### src/common/dcr_cfg.svh
`ifndef DCR_CFG_SVH
`define DCR_CFG_SVH

// Register offsets
`define DCR_ADDR_W 8
`define DCR_OFF_DEV_ID 8'h00
`define DCR_OFF_PROG_MEM_IDENT 8'h01
`define DCR_OFF_C0_CTL_A 8'h02
`define DCR_OFF_C0_CTL_B 8'h03
`define DCR_OFF_C1_CTL_A 8'h04

// Field positions
`define DCR_PART_ID_LSB 3
`define DCR_PART_ID_MSB 5
`define DCR_MEM_ID_LSB 2
`define DCR_MEM_ID_MSB 7
`define DCR_MEM_REV_LSB 0
`define DCR_MEM_REV_MSB 1
`define DCR_FPWM_BIT 4
`define DCR_DIS_BIT 3
`define DCR_SRC_LSB 1
`define DCR_SRC_MSB 2
`define DCR_EN_BIT 0
`define DCR_ILIM_LSB 3
`define DCR_ILIM_MSB 5
`define DCR_SLEW_LSB 0
`define DCR_SLEW_MSB 2

// Reset values
`define DCR_RST_CTL_A 8'h08
`define DCR_RST_CTL_B 8'h1A
`define DCR_RST_MEM_REV 2'h0

// Writable masks; reserved bits stay zero
`define DCR_MASK_CTL_A 8'h1F
`define DCR_MASK_CTL_B 8'h3F

`endif

### src/common/dcr_pkg.sv
package dcr_pkg;
   typedef enum logic [1:0]
   {
      DCR_ST_RESET = 2'b00,
      DCR_ST_LOAD = 2'b01,
      DCR_ST_RUN = 2'b10
   } dcr_state_t;

   typedef enum logic [1:0]
   {
      DCR_SRC_BIT_ONLY = 2'b00,
      DCR_SRC_PIN_ONE = 2'b01,
      DCR_SRC_PIN_TWO = 2'b10,
      DCR_SRC_PIN_THREE = 2'b11
   } dcr_src_t;

   typedef struct packed
   {
      dcr_state_t state;
      logic [2:0] part_id;
      logic [5:0] mem_id;
      logic [1:0] mem_rev;
      logic [7:0] c0_ctl_a;
      logic [7:0] c0_ctl_b;
      logic [7:0] c1_ctl_a;
      logic [7:0] rd_data;
      logic [2:0] pin_s1;
      logic [2:0] pin_s2;
      logic [2:0] pin_s3;
      logic [2:0] pin_q;
      logic c0_on;
      logic c1_on;
      logic c0_dis;
      logic c1_dis;
      logic ready;
   } dcr_state_s_t;
endpackage

### src/design/dcr_regs.sv
`timescale 1ns/1ps
`default_nettype none
`include "dcr_cfg.svh"

// Summary of operation
// - Part id bits 5-3 from memory.
// - Memory id in bits 7-2.
// - Memory revision bits 1-0, reset zero.
// - Marked defaults load from programmable memory.
// - Converter 0 bit 4 forces PWM.
// - Converter 0 bit 3 discharge, reset one.
// - Converter 0 source ANDs selected pin.
// - Converter 0 bit 0 enables it.
// - Converter 0 current limit code 5-3.
// - Converter 0 slew code bits 2-0.
// - Converter 1 bit 4 forces PWM.
// - Converter 1 bit 3 discharge while disabled.
// - Converter 1 source ANDs selected pin.
// - Converter 1 bit 0 enables it.
module dcr_regs
   import dcr_pkg::*;
(
   input wire logic ref_clk_i,
   input wire logic reset_n_i,
   input wire logic clk_en_i,
   input wire logic [7:0] addr_i,
   input wire logic [7:0] wdata_i,
   input wire logic wr_i,
   input wire logic rd_i,
   output logic [7:0] rdata_o,
   input wire logic mem_valid_i,
   input wire logic [2:0] mem_part_id_i,
   input wire logic [5:0] mem_id_i,
   input wire logic [1:0] mem_rev_i,
   input wire logic [7:0] mem_c0_ctl_a_i,
   input wire logic [7:0] mem_c0_ctl_b_i,
   input wire logic [7:0] mem_c1_ctl_a_i,
   input wire logic [2:0] enable_pin_i,
   output logic conv0_on_o,
   output logic conv0_force_pwm_o,
   output logic conv0_discharge_o,
   output logic [2:0] conv0_current_limit_o,
   output logic [2:0] conv0_slew_code_o,
   output logic conv1_on_o,
   output logic conv1_force_pwm_o,
   output logic conv1_discharge_o,
   output logic ready_o
);

   // ----------------------------------------
   // Helpers
   // ----------------------------------------
   function automatic logic qualify(input logic [7:0] ctl, input logic [2:0] pins);
      logic r;
      r = ctl[`DCR_EN_BIT];
      case (dcr_src_t'(ctl[`DCR_SRC_MSB:`DCR_SRC_LSB]))
         DCR_SRC_PIN_ONE: r = r & pins[0];
         DCR_SRC_PIN_TWO: r = r & pins[1];
         DCR_SRC_PIN_THREE: r = r & pins[2];
         default: r = ctl[`DCR_EN_BIT];
      endcase
      return r;
   endfunction

   // Memory-default fields take loaded value, discharge bit keeps fixed one
   function automatic logic [7:0] load_a(input logic [7:0] mem);
      logic [7:0] v;
      v = mem & `DCR_MASK_CTL_A;
      v[`DCR_DIS_BIT] = 1'b1;
      return v;
   endfunction

   dcr_state_s_t st;
   dcr_state_s_t next_st;
   logic [2:0] pin_stable;

   // ----------------------------------------
   // Next state
   // ----------------------------------------
   always_comb
   begin
      next_st = st;
      pin_stable = st.pin_q;
      next_st.pin_s1 = enable_pin_i;
      next_st.pin_s2 = st.pin_s1;
      next_st.pin_s3 = st.pin_s2;
      // Pin change counts only when second and third stages agree
      for (int i = 0; i < 3; i++)
      begin
         if (st.pin_s2[i] == st.pin_s3[i])
         begin
            pin_stable[i] = st.pin_s3[i];
         end
      end
      next_st.pin_q = pin_stable;
      case (st.state)
         DCR_ST_RESET:
         begin
            next_st.state = DCR_ST_LOAD;
         end
         DCR_ST_LOAD:
         begin
            // Converters held off until memory defaults arrive
            if (mem_valid_i)
            begin
               next_st.part_id = mem_part_id_i;
               next_st.mem_id = mem_id_i;
               next_st.mem_rev = mem_rev_i;
               next_st.c0_ctl_a = load_a(mem_c0_ctl_a_i);
               next_st.c0_ctl_b = mem_c0_ctl_b_i & `DCR_MASK_CTL_B;
               next_st.c1_ctl_a = load_a(mem_c1_ctl_a_i);
               next_st.state = DCR_ST_RUN;
            end
         end
         DCR_ST_RUN:
         begin
            if (wr_i)
            begin
               // Identity offsets not decoded for write
               case (addr_i)
                  `DCR_OFF_C0_CTL_A: next_st.c0_ctl_a = wdata_i & `DCR_MASK_CTL_A;
                  `DCR_OFF_C0_CTL_B: next_st.c0_ctl_b = wdata_i & `DCR_MASK_CTL_B;
                  `DCR_OFF_C1_CTL_A: next_st.c1_ctl_a = wdata_i & `DCR_MASK_CTL_A;
                  default: next_st.c1_ctl_a = st.c1_ctl_a;
               endcase
            end
         end
         default:
         begin
            next_st.state = DCR_ST_RESET;
         end
      endcase
      next_st.rd_data = 8'h00;
      if (rd_i)
      begin
         case (addr_i)
            `DCR_OFF_DEV_ID: next_st.rd_data = {2'h0, st.part_id, 3'h0};
            `DCR_OFF_PROG_MEM_IDENT: next_st.rd_data = {st.mem_id, st.mem_rev};
            `DCR_OFF_C0_CTL_A: next_st.rd_data = st.c0_ctl_a;
            `DCR_OFF_C0_CTL_B: next_st.rd_data = st.c0_ctl_b;
            `DCR_OFF_C1_CTL_A: next_st.rd_data = st.c1_ctl_a;
            default: next_st.rd_data = 8'h00;
         endcase
      end
      next_st.ready = (st.state == DCR_ST_RUN);
      next_st.c0_on = (st.state == DCR_ST_RUN) && qualify(st.c0_ctl_a, st.pin_q);
      next_st.c1_on = (st.state == DCR_ST_RUN) && qualify(st.c1_ctl_a, st.pin_q);
      next_st.c0_dis = st.c0_ctl_a[`DCR_DIS_BIT] & ~next_st.c0_on;
      next_st.c1_dis = st.c1_ctl_a[`DCR_DIS_BIT] & ~next_st.c1_on;
   end

   // ----------------------------------------
   // State register
   // ----------------------------------------
   always_ff @(posedge ref_clk_i)
   begin
      if (!reset_n_i)
      begin
         st <= '0;
         st.state <= DCR_ST_RESET;
         st.mem_rev <= `DCR_RST_MEM_REV;
         st.c0_ctl_a <= `DCR_RST_CTL_A;
         st.c0_ctl_b <= `DCR_RST_CTL_B;
         st.c1_ctl_a <= `DCR_RST_CTL_A;
      end
      else if (clk_en_i)
      begin
         st <= next_st;
      end
   end

   // ----------------------------------------
   // Outputs
   // ----------------------------------------
   assign rdata_o = st.rd_data;
   assign conv0_on_o = st.c0_on;
   assign conv0_force_pwm_o = st.c0_ctl_a[`DCR_FPWM_BIT];
   assign conv0_discharge_o = st.c0_dis;
   assign conv0_current_limit_o = st.c0_ctl_b[`DCR_ILIM_MSB:`DCR_ILIM_LSB];
   assign conv0_slew_code_o = st.c0_ctl_b[`DCR_SLEW_MSB:`DCR_SLEW_LSB];
   assign conv1_on_o = st.c1_on;
   assign conv1_force_pwm_o = st.c1_ctl_a[`DCR_FPWM_BIT];
   assign conv1_discharge_o = st.c1_dis;
   assign ready_o = st.ready;
endmodule
`default_nettype wire

### config.mk
export PLATFORM = sky130hd
export DESIGN_NAME = dcr_regs
export DESIGN_NICKNAME = d
export VERILOG_FILES = /design/src/common/dcr_pkg.sv /design/src/design/dcr_regs.sv
export VERILOG_INCLUDE_DIRS = /design/src /design/src/common
export SDC_FILE = /design/constraint.sdc
export NUM_CORES = 1
export LEC_CHECK = 0
export ABC_CLOCK_PERIOD_IN_PS = 4900
export BUFFER_PORTS_ARGS = -buffer_cell sky130_fd_sc_hd__buf_2
export CAP_MARGIN = 30
export CORE_AREA = 2 2 92 103
export DETAILED_ROUTE_END_ITERATION = 8
export DIE_AREA = 0 0 94 105
export SYNTH_ARGS = -nofsm -noshare
export SYNTH_HDL_FRONTEND = slang
export SYNTH_SLANG_ARGS = --single-unit
### constraint.sdc
create_clock -name ref_clk_i -period 4.9 [get_ports ref_clk_i]
set_clock_uncertainty 0.15 [all_clocks]
set_input_delay 0.245 -clock ref_clk_i [delete_from_list [all_inputs] [get_ports ref_clk_i]]
set_output_delay 0.245 -clock ref_clk_i [all_outputs]
set_load 0.1 [all_outputs]
==> results of run 1 <==
[worst max-delay path by stage]
stage                            from  depth (start not counted)  slack, ps          to
floorplan           conv1_force_pwm_o                          4       3040  rdata_o[4]
global placement             clk_en_i                          5       2700      st[52]
detailed placement           clk_en_i                          5       2680      st[41]
CTS                            st[61]                          4       2990      st[41]
global route                   st[61]                          4       2850      st[43]
finish                         st[61]                          4       2980      st[41]
[cell usage after synthesis, drive strengths merged, types with 2 or more instances]
| master | number | area, um2 |
|---|---|---|
| and3b | 2 | 17.5 |
| a311oi | 9 | 97.6 |
| a22o | 2 | 17.5 |
| buf | 26 | 189 |
| nand3 | 14 | 70.1 |
| clkbuf | 9 | 33.8 |
| o32a | 2 | 20.0 |
| nand4 | 2 | 12.5 |
| a22oi | 4 | 30.0 |
| dfxtp | 54 | 1080 |
| a21oi | 35 | 186 |
| nor2b | 3 | 18.8 |
| nor3b | 2 | 15.0 |
| mux2i | 18 | 180 |
| a31o | 5 | 43.8 |
| o21ai | 11 | 55.1 |
| nand2 | 34 | 128 |
| nand2b | 3 | 26.3 |
| o22a | 3 | 26.3 |
| a31oi | 4 | 25.0 |
| and2 | 6 | 42.5 |
| a211oi | 6 | 45.0 |
| nor2 | 16 | 60.1 |
| nand3b | 2 | 15.0 |
| and3 | 4 | 25.0 |
| inv | 2 | 7.50 |
| a221o | 2 | 20.0 |
| nor4 | 3 | 25.0 |
| nand4b | 2 | 17.5 |
| nor3 | 2 | 10.0 |
| o31a | 2 | 17.5 |
[flip-flops by register name, summed over array words and instances, names as in the netlist, 3 cells and up]
signal	count
conv0_current_limit_o	3
st	27
next_st	6
conv0_slew_code_o	3
rdata_o	8
[through the flow]
step,cells,power [uW]
6_report,450,901
2_1_floorplan,294,582
3_3_place_gp,441,614
4_1_cts,450,911
3_5_place_dp,442,616
5_1_grt,450,946
[critical path, delay by kind of cell (launching register included)]
kind | cells | cell delay, ps
AND/OR/NAND/NOR | 2 | 500
flip-flops | 1 | 540
AO/OA/AOI/OAI | 2 | 580
[final cells by class]
cell class	instances	share of cell area (%)
Multi-Input combinational cell	203	43.4
Sequential cell	54	36.3
Timing Repair Buffer	69	11.6
Tap cell	114	4.79
Clock buffer	5	2.31
Clock inverter	3	1.35
Inverter	2	0.252
[cells by family after synthesis]
logic type / count (synthesis) / share of synthesized area [%]
DFF: 54 / 41.5
buffers and inverters: 37 / 8.85
muxes: 18 / 6.92
and+or+nand+nor: 97 / 19.3
AOI/OAI and AO/OA: 88 / 23.4
[power by group]
group,internal [uW],switching [uW]
Sequential,453,13.8
Clock,151,145
Combinational,45.4,93.7
[routing by layer]
layer,vias to the layer above,global-route usage [%],wire length (um)
met3,9,3.24,415
met4,0,4.14,123
met5,-,0,0
met2,69,22.0,3200
li1,1145,-,-
met1,1073,19.2,3130
==> flow_metrics.py, run 1 <==
metrics = {
    "yosys": {
        "synthCells": 294,
        "synth_area_per_cell_um2": 8.85,
        "syn-cell-area_um2": 2600,
        "ys_seq_area_share_pct": 41.5,
        "async_flop_share_pct": 0,
        "mappedNetlistNets": 354,
        "synth_seq_cells": 54,
        "ys_warn_count": 0,
        "synth-main-ff-cell": "dfxtp_1",
        "ys_types": 44,
        "synth_edf_count": 0,
    },
    "critical_path": {
        "ff2ff_setup_slack_ps": 2980,
        "crit_chain": "nand3b_1 > a21oi_4 > and2_1 > a311oi_1",
        "crit_path_max_fanout": 19,
        "critPathMaxStageDelay_ps": 540,
        "worstPathArrival_ps": 1930,
        "ff2ff_path_depth": 4,
        "crit_path_start_kind": "flop",
        "rr_endpoint": "st[41]",
        "worstPathRequired_ps": 4900,
        "end_kind": "flop",
        "r2r_start": "st[61]",
        "crit_slowest_cell": "dfxtp_1",
        "critPathKind": "reg2reg",
    },
    "drt": {
        "wl_um": 6870,
        "routedWlPerCell_um": 15.3,
        "vias": 2296,
        "viasPerCell": 5.10,
        "drt_iter0_drc": 128,
        "drcViolationCount": 0,
        "drtAntennaViolNets": 0,
        "dr.pass1.iters": 4,
    },
    "clock_tree": {
        "ctsLongestPathBuffers": 2,
        "cts_hold_buf": 0,
        "cts_tree": "done",
        "clock_latency_ps": 310,
        "clockRootBuffer": "clkbuf_8",
        "cts.sinks": 54,
        "cts_inserted_buffers": 5,
        "clk_pin_slew_ps": 100,
        "post-cts-setup-buffers": 0,
        "cts_resized": 0,
        "h-tree-depth": 2,
    },
    "cells_and_area": {
        "final_area_um2": 2980,
        "fill_cells": 919,
        "fin_nets": 395,
        "antennaDiodeCount": 0,
        "layout_common_cells": "buf_2 (69), dfxtp_1 (54), nand2_1 (34), a21oi_1 (34), mux2i_1 (18)",
        "final_common_cell": "buf_2",
        "multi_input_area_um2": 1290,
        "drive_gt1_share_pct": 27.1,
        "seq_area_um2": 1080,
        "final_core_util_pct": 33.9,
        "area_delta_synth_final_pct": 14.4,
    },
    "die": {
        "die_w_um": 94,
        "rows": 36,
        "pin_count": 81,
        "dieArea_um2": 9870,
        "chipHeight_um": 105,
        "core_um2": 8780,
        "start_util_pct": 29.6,
    },
    "sta": {
        "holdWs_ps": 16.2,
        "setup_viol": 0,
        "period_minus_slack_ps": 1920,
        "slew_violations": 0,
        "rsz0062_at_grt": "no",
        "max_slew_margin_pct": 47.9,
        "timing.final.ws_setup_ps": 2980,
        "worst_slew_pin_slew_ps": 781,
        "min_period_over_period_pct": 39.2,
        "finalHoldViolCount": 0,
        "max_freq_mhz": 520,
        "setup_tns_ps": 0,
    },
    "place": {
        "place_hpwl_um": 5190,
        "dp_slack_ps": 2680,
        "gp_congestion": 0.812,
        "portBuffers": 68,
        "placed_cell_area_um2": 2870,
    },
    "grt": {
        "grt_pass1_wl_um": 10900,
        "grt_max_degree": 46,
        "antenna_found_initial": 0,
        "grt_pass1_vias": 2141,
        "grt_usage_pct": 14.1,
        "grt_remaining_overflow": 0,
    },
    "hold_path": {
        "hp-class": "in2reg",
        "hold-path-cell-count": 3,
        "hold_end": "next_st[12]",
        "hold_path.startpoint": "enable_pin_i[1]",
    },
    "flow_run": {
        "maxCapViolations": 0,
    },
    "outcome": {
        "status": "completed",
    },
    "pwr": {
        "leakagePower_uw": 0.00117,
        "vdd_drop_max_uv": 161,
        "powerDensity_nw_per_um2": 303,
    },
}
No activity file was read; power rests on OpenSTA's default activity.
==> run 2: changes to the inputs <==
ABC_AREA = 1   (was not set)
ABC_CLOCK_PERIOD_IN_PS = 1820   (was 4900)
CORE_AREA = 2 2 93 104   (was 2 2 92 103)
DIE_AREA = 0 0 95 106   (was 0 0 94 105)
clock period = 1.82 ns   (was 4.9 ns; I/O delays follow)
==> flow_metrics.py, run 2 <==
metrics = {
    "yosys": {
        "synth-main-ff-cell": "dfxtp_1",
        "ys_types": 28,
        "synth_edf_count": 0,
        "ys_warn_count": 0,
        "synth_compound_area_share_pct": 15.2,
        "yosysMostFrequentCell": "nand2_1",
        "yosys.area_share.simple_pct": 33.3,
        "mappedNetlistNets": 442,
        "synthCells": 382,
        "netlist_top_cells_area": "dfxtp_1 (41%), nand2_1 (11%), nor2_1 (8.8%)",
        "synth_top_family_by_area": "simple AND/OR/NAND/NOR gates",
        "synth_top_area_cell": "dfxtp_1",
        "synth_area_per_cell_um2": 6.92,
        "syn-cell-area_um2": 2650,
        "synth_seq_cells": 54,
        "async_flop_share_pct": 0,
        "synthMuxAreaShare_pct": 0,
        "synth_top_area_share_pct": 40.9,
        "synth_common_cells": "nand2_1 (75), nor2_1 (62), dfxtp_1 (54), nand3_1 (46), o21ai_0 (42)",
        "synth_fa_ha_area_share_pct": 0,
        "ys_seq_area_share_pct": 40.9,
        "synth_xor_area_share_pct": 0,
    },
    "clock_tree": {
        "clockRootBuffer": "clkbuf_8",
        "cts_inserted_buffers": 5,
        "h-tree-depth": 2,
        "cts_tree": "done",
        "cts.sinks": 54,
        "ctsLongestPathBuffers": 2,
        "clk_pin_slew_ps": 110,
        "clock_latency_ps": 310,
    },
    "critical_path": {
        "r2r_start": "st[60]",
        "critPathKind": "reg2reg",
        "crit_slowest_cell": "dfxtp_1",
        "worstPathRequired_ps": 1880,
        "crit_buf_inv": 2,
        "crit_chain": "inv_2 > nand2_4 > clkinvlp_4 > nand2_1 > nand2_1 > o21ai_0 > nor2_1",
        "end_kind": "flop",
        "critPathMaxStageDelay_ps": 400,
        "rr_endpoint": "st[43]",
        "crit_path_start_kind": "flop",
        "crit_path_max_fanout": 12,
        "ff2ff_path_depth": 7,
        "worstPathArrival_ps": 1710,
        "ff2ff_setup_slack_ps": 170,
        "cp_top_family": "simple AND/OR/NAND/NOR gates",
        "cp_common_cell": "nand2_1",
    },
    "drt": {
        "vias": 2625,
        "routedWlPerCell_um": 12.6,
        "dr.pass1.iters": 6,
        "drt_iter0_drc": 69,
        "wl_um": 7180,
        "viasPerCell": 4.60,
        "drcViolationCount": 0,
        "drtAntennaViolNets": 0,
    },
    "sta": {
        "finalHoldViolCount": 0,
        "max_freq_mhz": 606,
        "setup_viol": 0,
        "period_minus_slack_ps": 1650,
        "setup_tns_ps": 0,
        "slew_violations": 0,
        "max_slew_margin_pct": 65.9,
        "worst_slew_pin_slew_ps": 511,
        "rsz0062_at_grt": "no",
        "min_period_over_period_pct": 90.7,
    },
    "cells_and_area": {
        "antennaDiodeCount": 0,
        "layout_common_cells": "nand2_1 (75), buf_2 (68), nor2_1 (62)",
        "largest_reg_flops": 27,
        "fin_nets": 513,
        "final_core_util_pct": 36.3,
        "instances_no_fill": 571,
        "fill_cells": 974,
        "drive_gt1_share_pct": 23.1,
        "final_area_um2": 3310,
        "final_common_cell": "nand2_1",
        "area_delta_synth_final_pct": 25.2,
        "largest-register": "st",
    },
    "hold_path": {
        "hold_end": "conv0_slew_code_o[1]",
        "hold-path-cell-count": 5,
        "hp-class": "in2reg",
        "hold_path.startpoint": "wdata_i[1]",
    },
    "grt": {
        "antenna_found_initial": 0,
        "grt_remaining_overflow": 0,
        "grt_pass1_wl_um": 11800,
        "grt_usage_pct": 14.7,
        "grt_pass1_vias": 2522,
        "grt_max_degree": 41,
    },
    "flow_run": {
        "maxCapViolations": 0,
    },
    "die": {
        "core_um2": 9120,
        "die_w_um": 95,
        "chipHeight_um": 106,
        "pin_count": 81,
        "start_util_pct": 29.0,
        "rows": 37,
        "dieArea_um2": 10100,
    },
    "place": {
        "portBuffers": 68,
        "place_hpwl_um": 5240,
        "dpl.cell_count": 543,
        "gp_congestion": 0.879,
        "placed_cell_area_um2": 2990,
    },
    "pwr": {
        "vdd_drop_max_uv": 333,
        "powerDensity_nw_per_um2": 798,
        "leakagePower_uw": 0.00151,
    },
    "outcome": {
        "status": "completed",
    },
}
run 2: changes by cell type in the layout (fill, tap and decap cells not counted), sizes merged, moves of 5 or more:
| cell | before | now |
|---|---|---|
| and2 | 6 | 0 |
| dlygate4sd3 | 0 | 20 |
| a311oi | 9 | 0 |
| inv | 2 | 22 |
| nand2 | 34 | 80 |
| nand3 | 14 | 46 |
| a21oi | 35 | 24 |
| nor2 | 16 | 69 |
| mux2i | 18 | 0 |
| a211oi | 6 | 0 |
| o21ai | 11 | 47 |
| a31o | 5 | 0 |
| buf | 69 | 74 |
run 2: report_power, final:
part | switching (uW) | internal, uW | total [uW] | leakage, uW
registers | 45.2 | 1240 | 1290 | 0.000442
logic | 354 | 158 | 512 | 0.00101
clock network | 424 | 418 | 842 | 0.0000587
run 2: worst max path at each step:
| stage | startpoint | to | slack, ps | depth (start not counted) |
|---|---|---|---|---|
| after floorplan | conv1_force_pwm_o | rdata_o[4] | 240 | 4 |
| after global placement | st[61] | conv0_current_limit_o[0] | 210 | 7 |
| after detailed placement | st[61] | conv0_current_limit_o[0] | 160 | 7 |
| after CTS | st[61] | conv0_current_limit_o[0] | 130 | 7 |
| after global routing | st[60] | conv1_force_pwm_o | 9 | 7 |
| final | st[60] | st[43] | 170 | 7 |
run 2: cells by family (layout without fill, tap and decap cells):
kind of cell	after synthesis	after routing
AND/OR/NAND/NOR	198	198
AO/OA/AOI/OAI	76	76
flip-flops	54	54
buffers and inverters	54	126
run 2: what timing repair did:
item | CTS | global route
resized for setup | 0 | 1
endpoints found under the hold margin | 20 | 0
hold buffers | 20 | 0
setup buffers | 0 | 0
setup endpoints to repair | 0 | 1
run 2: worst min-delay path, stage by stage:
cell and delay, ps:
buf_2 80, nand2_1 80, nand2_1 100, nand2_1 50, nand3_1 50
run 2: through the flow:
| stage | hold slack [ps] | power, uW | setup slack [ps] |
|---|---|---|---|
| floorplan | 75.9 | 1670 | 244 |
| global placement | 162 | 1790 | 206 |
| detailed placement | 167 | 1800 | 156 |
| CTS | 6.27 | 2680 | 131 |
| global route | 51.9 | 2770 | 8.84 |
| finish | 14.7 | 2640 | 170 |
run 2: metal layers:
layer  wire [um]  part of all wire (%)  vias to the layer above  track usage, %
met5           0                     0                        -               0
met4          76                   1.1                        0            3.52
met3         340                   4.7                        6            3.54
met2        3480                    49                       57            25.4
met1        3280                    46                     1181            18.4
li1            -                     -                     1381               -
run 2: layout make-up:
cell class                 instances  area, um2  area share [%]
clock buffer                       5       68.8            2.08
clock inverter                     3       47.5            1.44
inverter                          24        100            3.02
multi-input combinational        274       1280            38.7
sequential                        54       1080            32.6
tap                              117        146            4.42
timing repair buffer              94        586            17.7
==> run 3: changes to the inputs <==
CORE_AREA = 2 2 86 97   (was 2 2 93 104)
DIE_AREA = 0 0 88 99   (was 0 0 95 106)
REMOVE_ABC_BUFFERS = 1   (was not set)
==> flow_metrics.py, run 3 (same netlist as run 2, synthesis figures left out) <==
metrics = {
    "outcome": {
        "status": "completed",
    },
    "critical_path": {
        "crit_slowest_cell": "dfxtp_1",
        "path_depth": 7,
        "crit_buf_inv": 2,
        "ff2ff_setup_slack_ps": 190,
        "crit_chain": "nand2_4 > inv_1 > nand2_1 > nand2_4 > clkinv_4 > nand2_1 > nand3_1",
        "critPathMaxStageDelay_ps": 440,
        "cp_top_family": "simple AND/OR/NAND/NOR gates",
        "end_kind": "flop",
        "worstPathRequired_ps": 1860,
        "crit_path_max_fanout": 12,
        "r2r_start": "st[61]",
        "crit_path_start_kind": "flop",
        "ff2ff_path_depth": 7,
        "worstPathArrival_ps": 1670,
        "critPathKind": "reg2reg",
        "rr_endpoint": "conv0_current_limit_o[1]",
    },
    "drt": {
        "drtAntennaViolNets": 0,
        "dr.pass1.iters": 4,
        "routedWlPerCell_um": 12.0,
        "viasPerCell": 4.57,
        "vias": 2574,
        "drt_iter0_drc": 112,
        "drcViolationCount": 0,
        "wl_um": 6780,
    },
    "cells_and_area": {
        "antennaDiodeCount": 0,
        "fin_nets": 514,
        "seq_area_um2": 1080,
        "fill_cells": 837,
        "largest_reg_flops": 27,
        "largest-register": "st",
        "layout_common_cells": "nand2_1 (75), buf_2 (68), nor2_1 (62)",
        "final_common_cell": "nand2_1",
        "drive_gt1_share_pct": 23.7,
        "final_core_util_pct": 42.9,
        "area_delta_synth_final_pct": 24.8,
        "multi_input_area_um2": 1290,
    },
    "clock_tree": {
        "clockRootBuffer": "clkbuf_8",
        "cts_inserted_buffers": 5,
        "clk_pin_slew_ps": 100,
        "cts.sinks": 54,
        "cts_tree": "done",
        "clock_latency_ps": 310,
        "ctsLongestPathBuffers": 2,
        "h-tree-depth": 2,
    },
    "grt": {
        "grt_usage_pct": 16.1,
        "grt_pass1_vias": 2430,
        "grt_max_degree": 41,
        "grt_pass1_wl_um": 11100,
        "antenna_found_initial": 0,
        "grt_remaining_overflow": 0,
    },
    "pwr": {
        "vdd_drop_max_uv": 334,
        "leakagePower_uw": 0.00151,
        "power_uw": 2500,
        "powerDensity_nw_per_um2": 757,
    },
    "sta": {
        "period_minus_slack_ps": 1630,
        "setup_tns_ps": 0,
        "timing.final.ws_setup_ps": 194,
        "setup_viol": 0,
        "finalHoldViolCount": 0,
        "rsz0062_at_grt": "no",
        "worst_slew_pin_slew_ps": 540,
        "max_freq_mhz": 615,
        "max_slew_margin_pct": 63.9,
        "slew_violations": 0,
        "min_period_over_period_pct": 89.3,
    },
    "hold_path": {
        "hp-class": "in2reg",
        "hold_path.startpoint": "mem_c0_ctl_a_i[0]",
        "hold_end": "st[41]",
        "hold-path-cell-count": 5,
    },
    "die": {
        "die_w_um": 88,
        "chipHeight_um": 99,
        "start_util_pct": 34.4,
        "dieArea_um2": 8710,
        "pin_count": 81,
        "core_um2": 7700,
        "rows": 34,
    },
    "place": {
        "gp_congestion": 0.774,
        "place_hpwl_um": 5070,
        "portBuffers": 68,
        "dp_slack_ps": -26.6,
    },
    "flow_run": {
        "maxCapViolations": 0,
    },
}
[run 3: timing repair]
item	in CTS	in global routing
hold buffers	18	0
endpoints found under the setup margin	11	10
buffers inserted	0	2
endpoints found under the hold margin	18	0
pin swaps	0	1
gates resized for setup	1	1
[run 3: worst max path at each step]
stage / startpoint / end / slack (ps)
after floorplan: conv0_slew_code_o[2] / rdata_o[2] / 240
after global placement: st[61] / st[50] / 50
after detailed placement: st[61] / st[59] / -30
after CTS: st[61] / st[59] / 150
after global routing: st[61] / conv0_current_limit_o[2] / 80
final: st[61] / conv0_current_limit_o[1] / 190
[run 3: power by group]
| part | internal (uW) | switching, uW | total (uW) |
|---|---|---|---|
| Combinational | 161 | 350 | 511 |
| Clock | 306 | 389 | 696 |
| Sequential | 1240 | 46.8 | 1290 |
[run 3: worst min-delay path, cell delays in order]
cell and delay [ps]:
buf_2 70, nand3_1 60, nand2_1 60, o21ai_1 60, nor2_1 80
[run 3: routing by layer]
metal | global-route usage [%] | wire length, um
met3 | 2.18 | 405
met2 | 27.6 | 3230
met4 | 4.62 | 84
met5 | 0 | 0
met1 | 20.9 | 3060
[run 3: area by class of cell]
| type | instances | area share, % |
|---|---|---|
| Clock buffer | 6 | 2.50 |
| Clock inverter | 2 | 0.379 |
| Inverter | 24 | 3.03 |
| Multi-Input combinational cell | 274 | 39.0 |
| Sequential cell | 54 | 32.8 |
| Tap cell | 108 | 4.09 |
| Timing Repair Buffer | 95 | 18.2 |
[run 3: per-stage QoR]
stage               cells  hold WS (ps)  area [um2]
floorplan             352          25.1        2460
global placement      535           168        3000
detailed placement    535           174        3000
CTS                   561          2.86        3280
global route          563          41.6        3300
finish                563        0.0153        3300
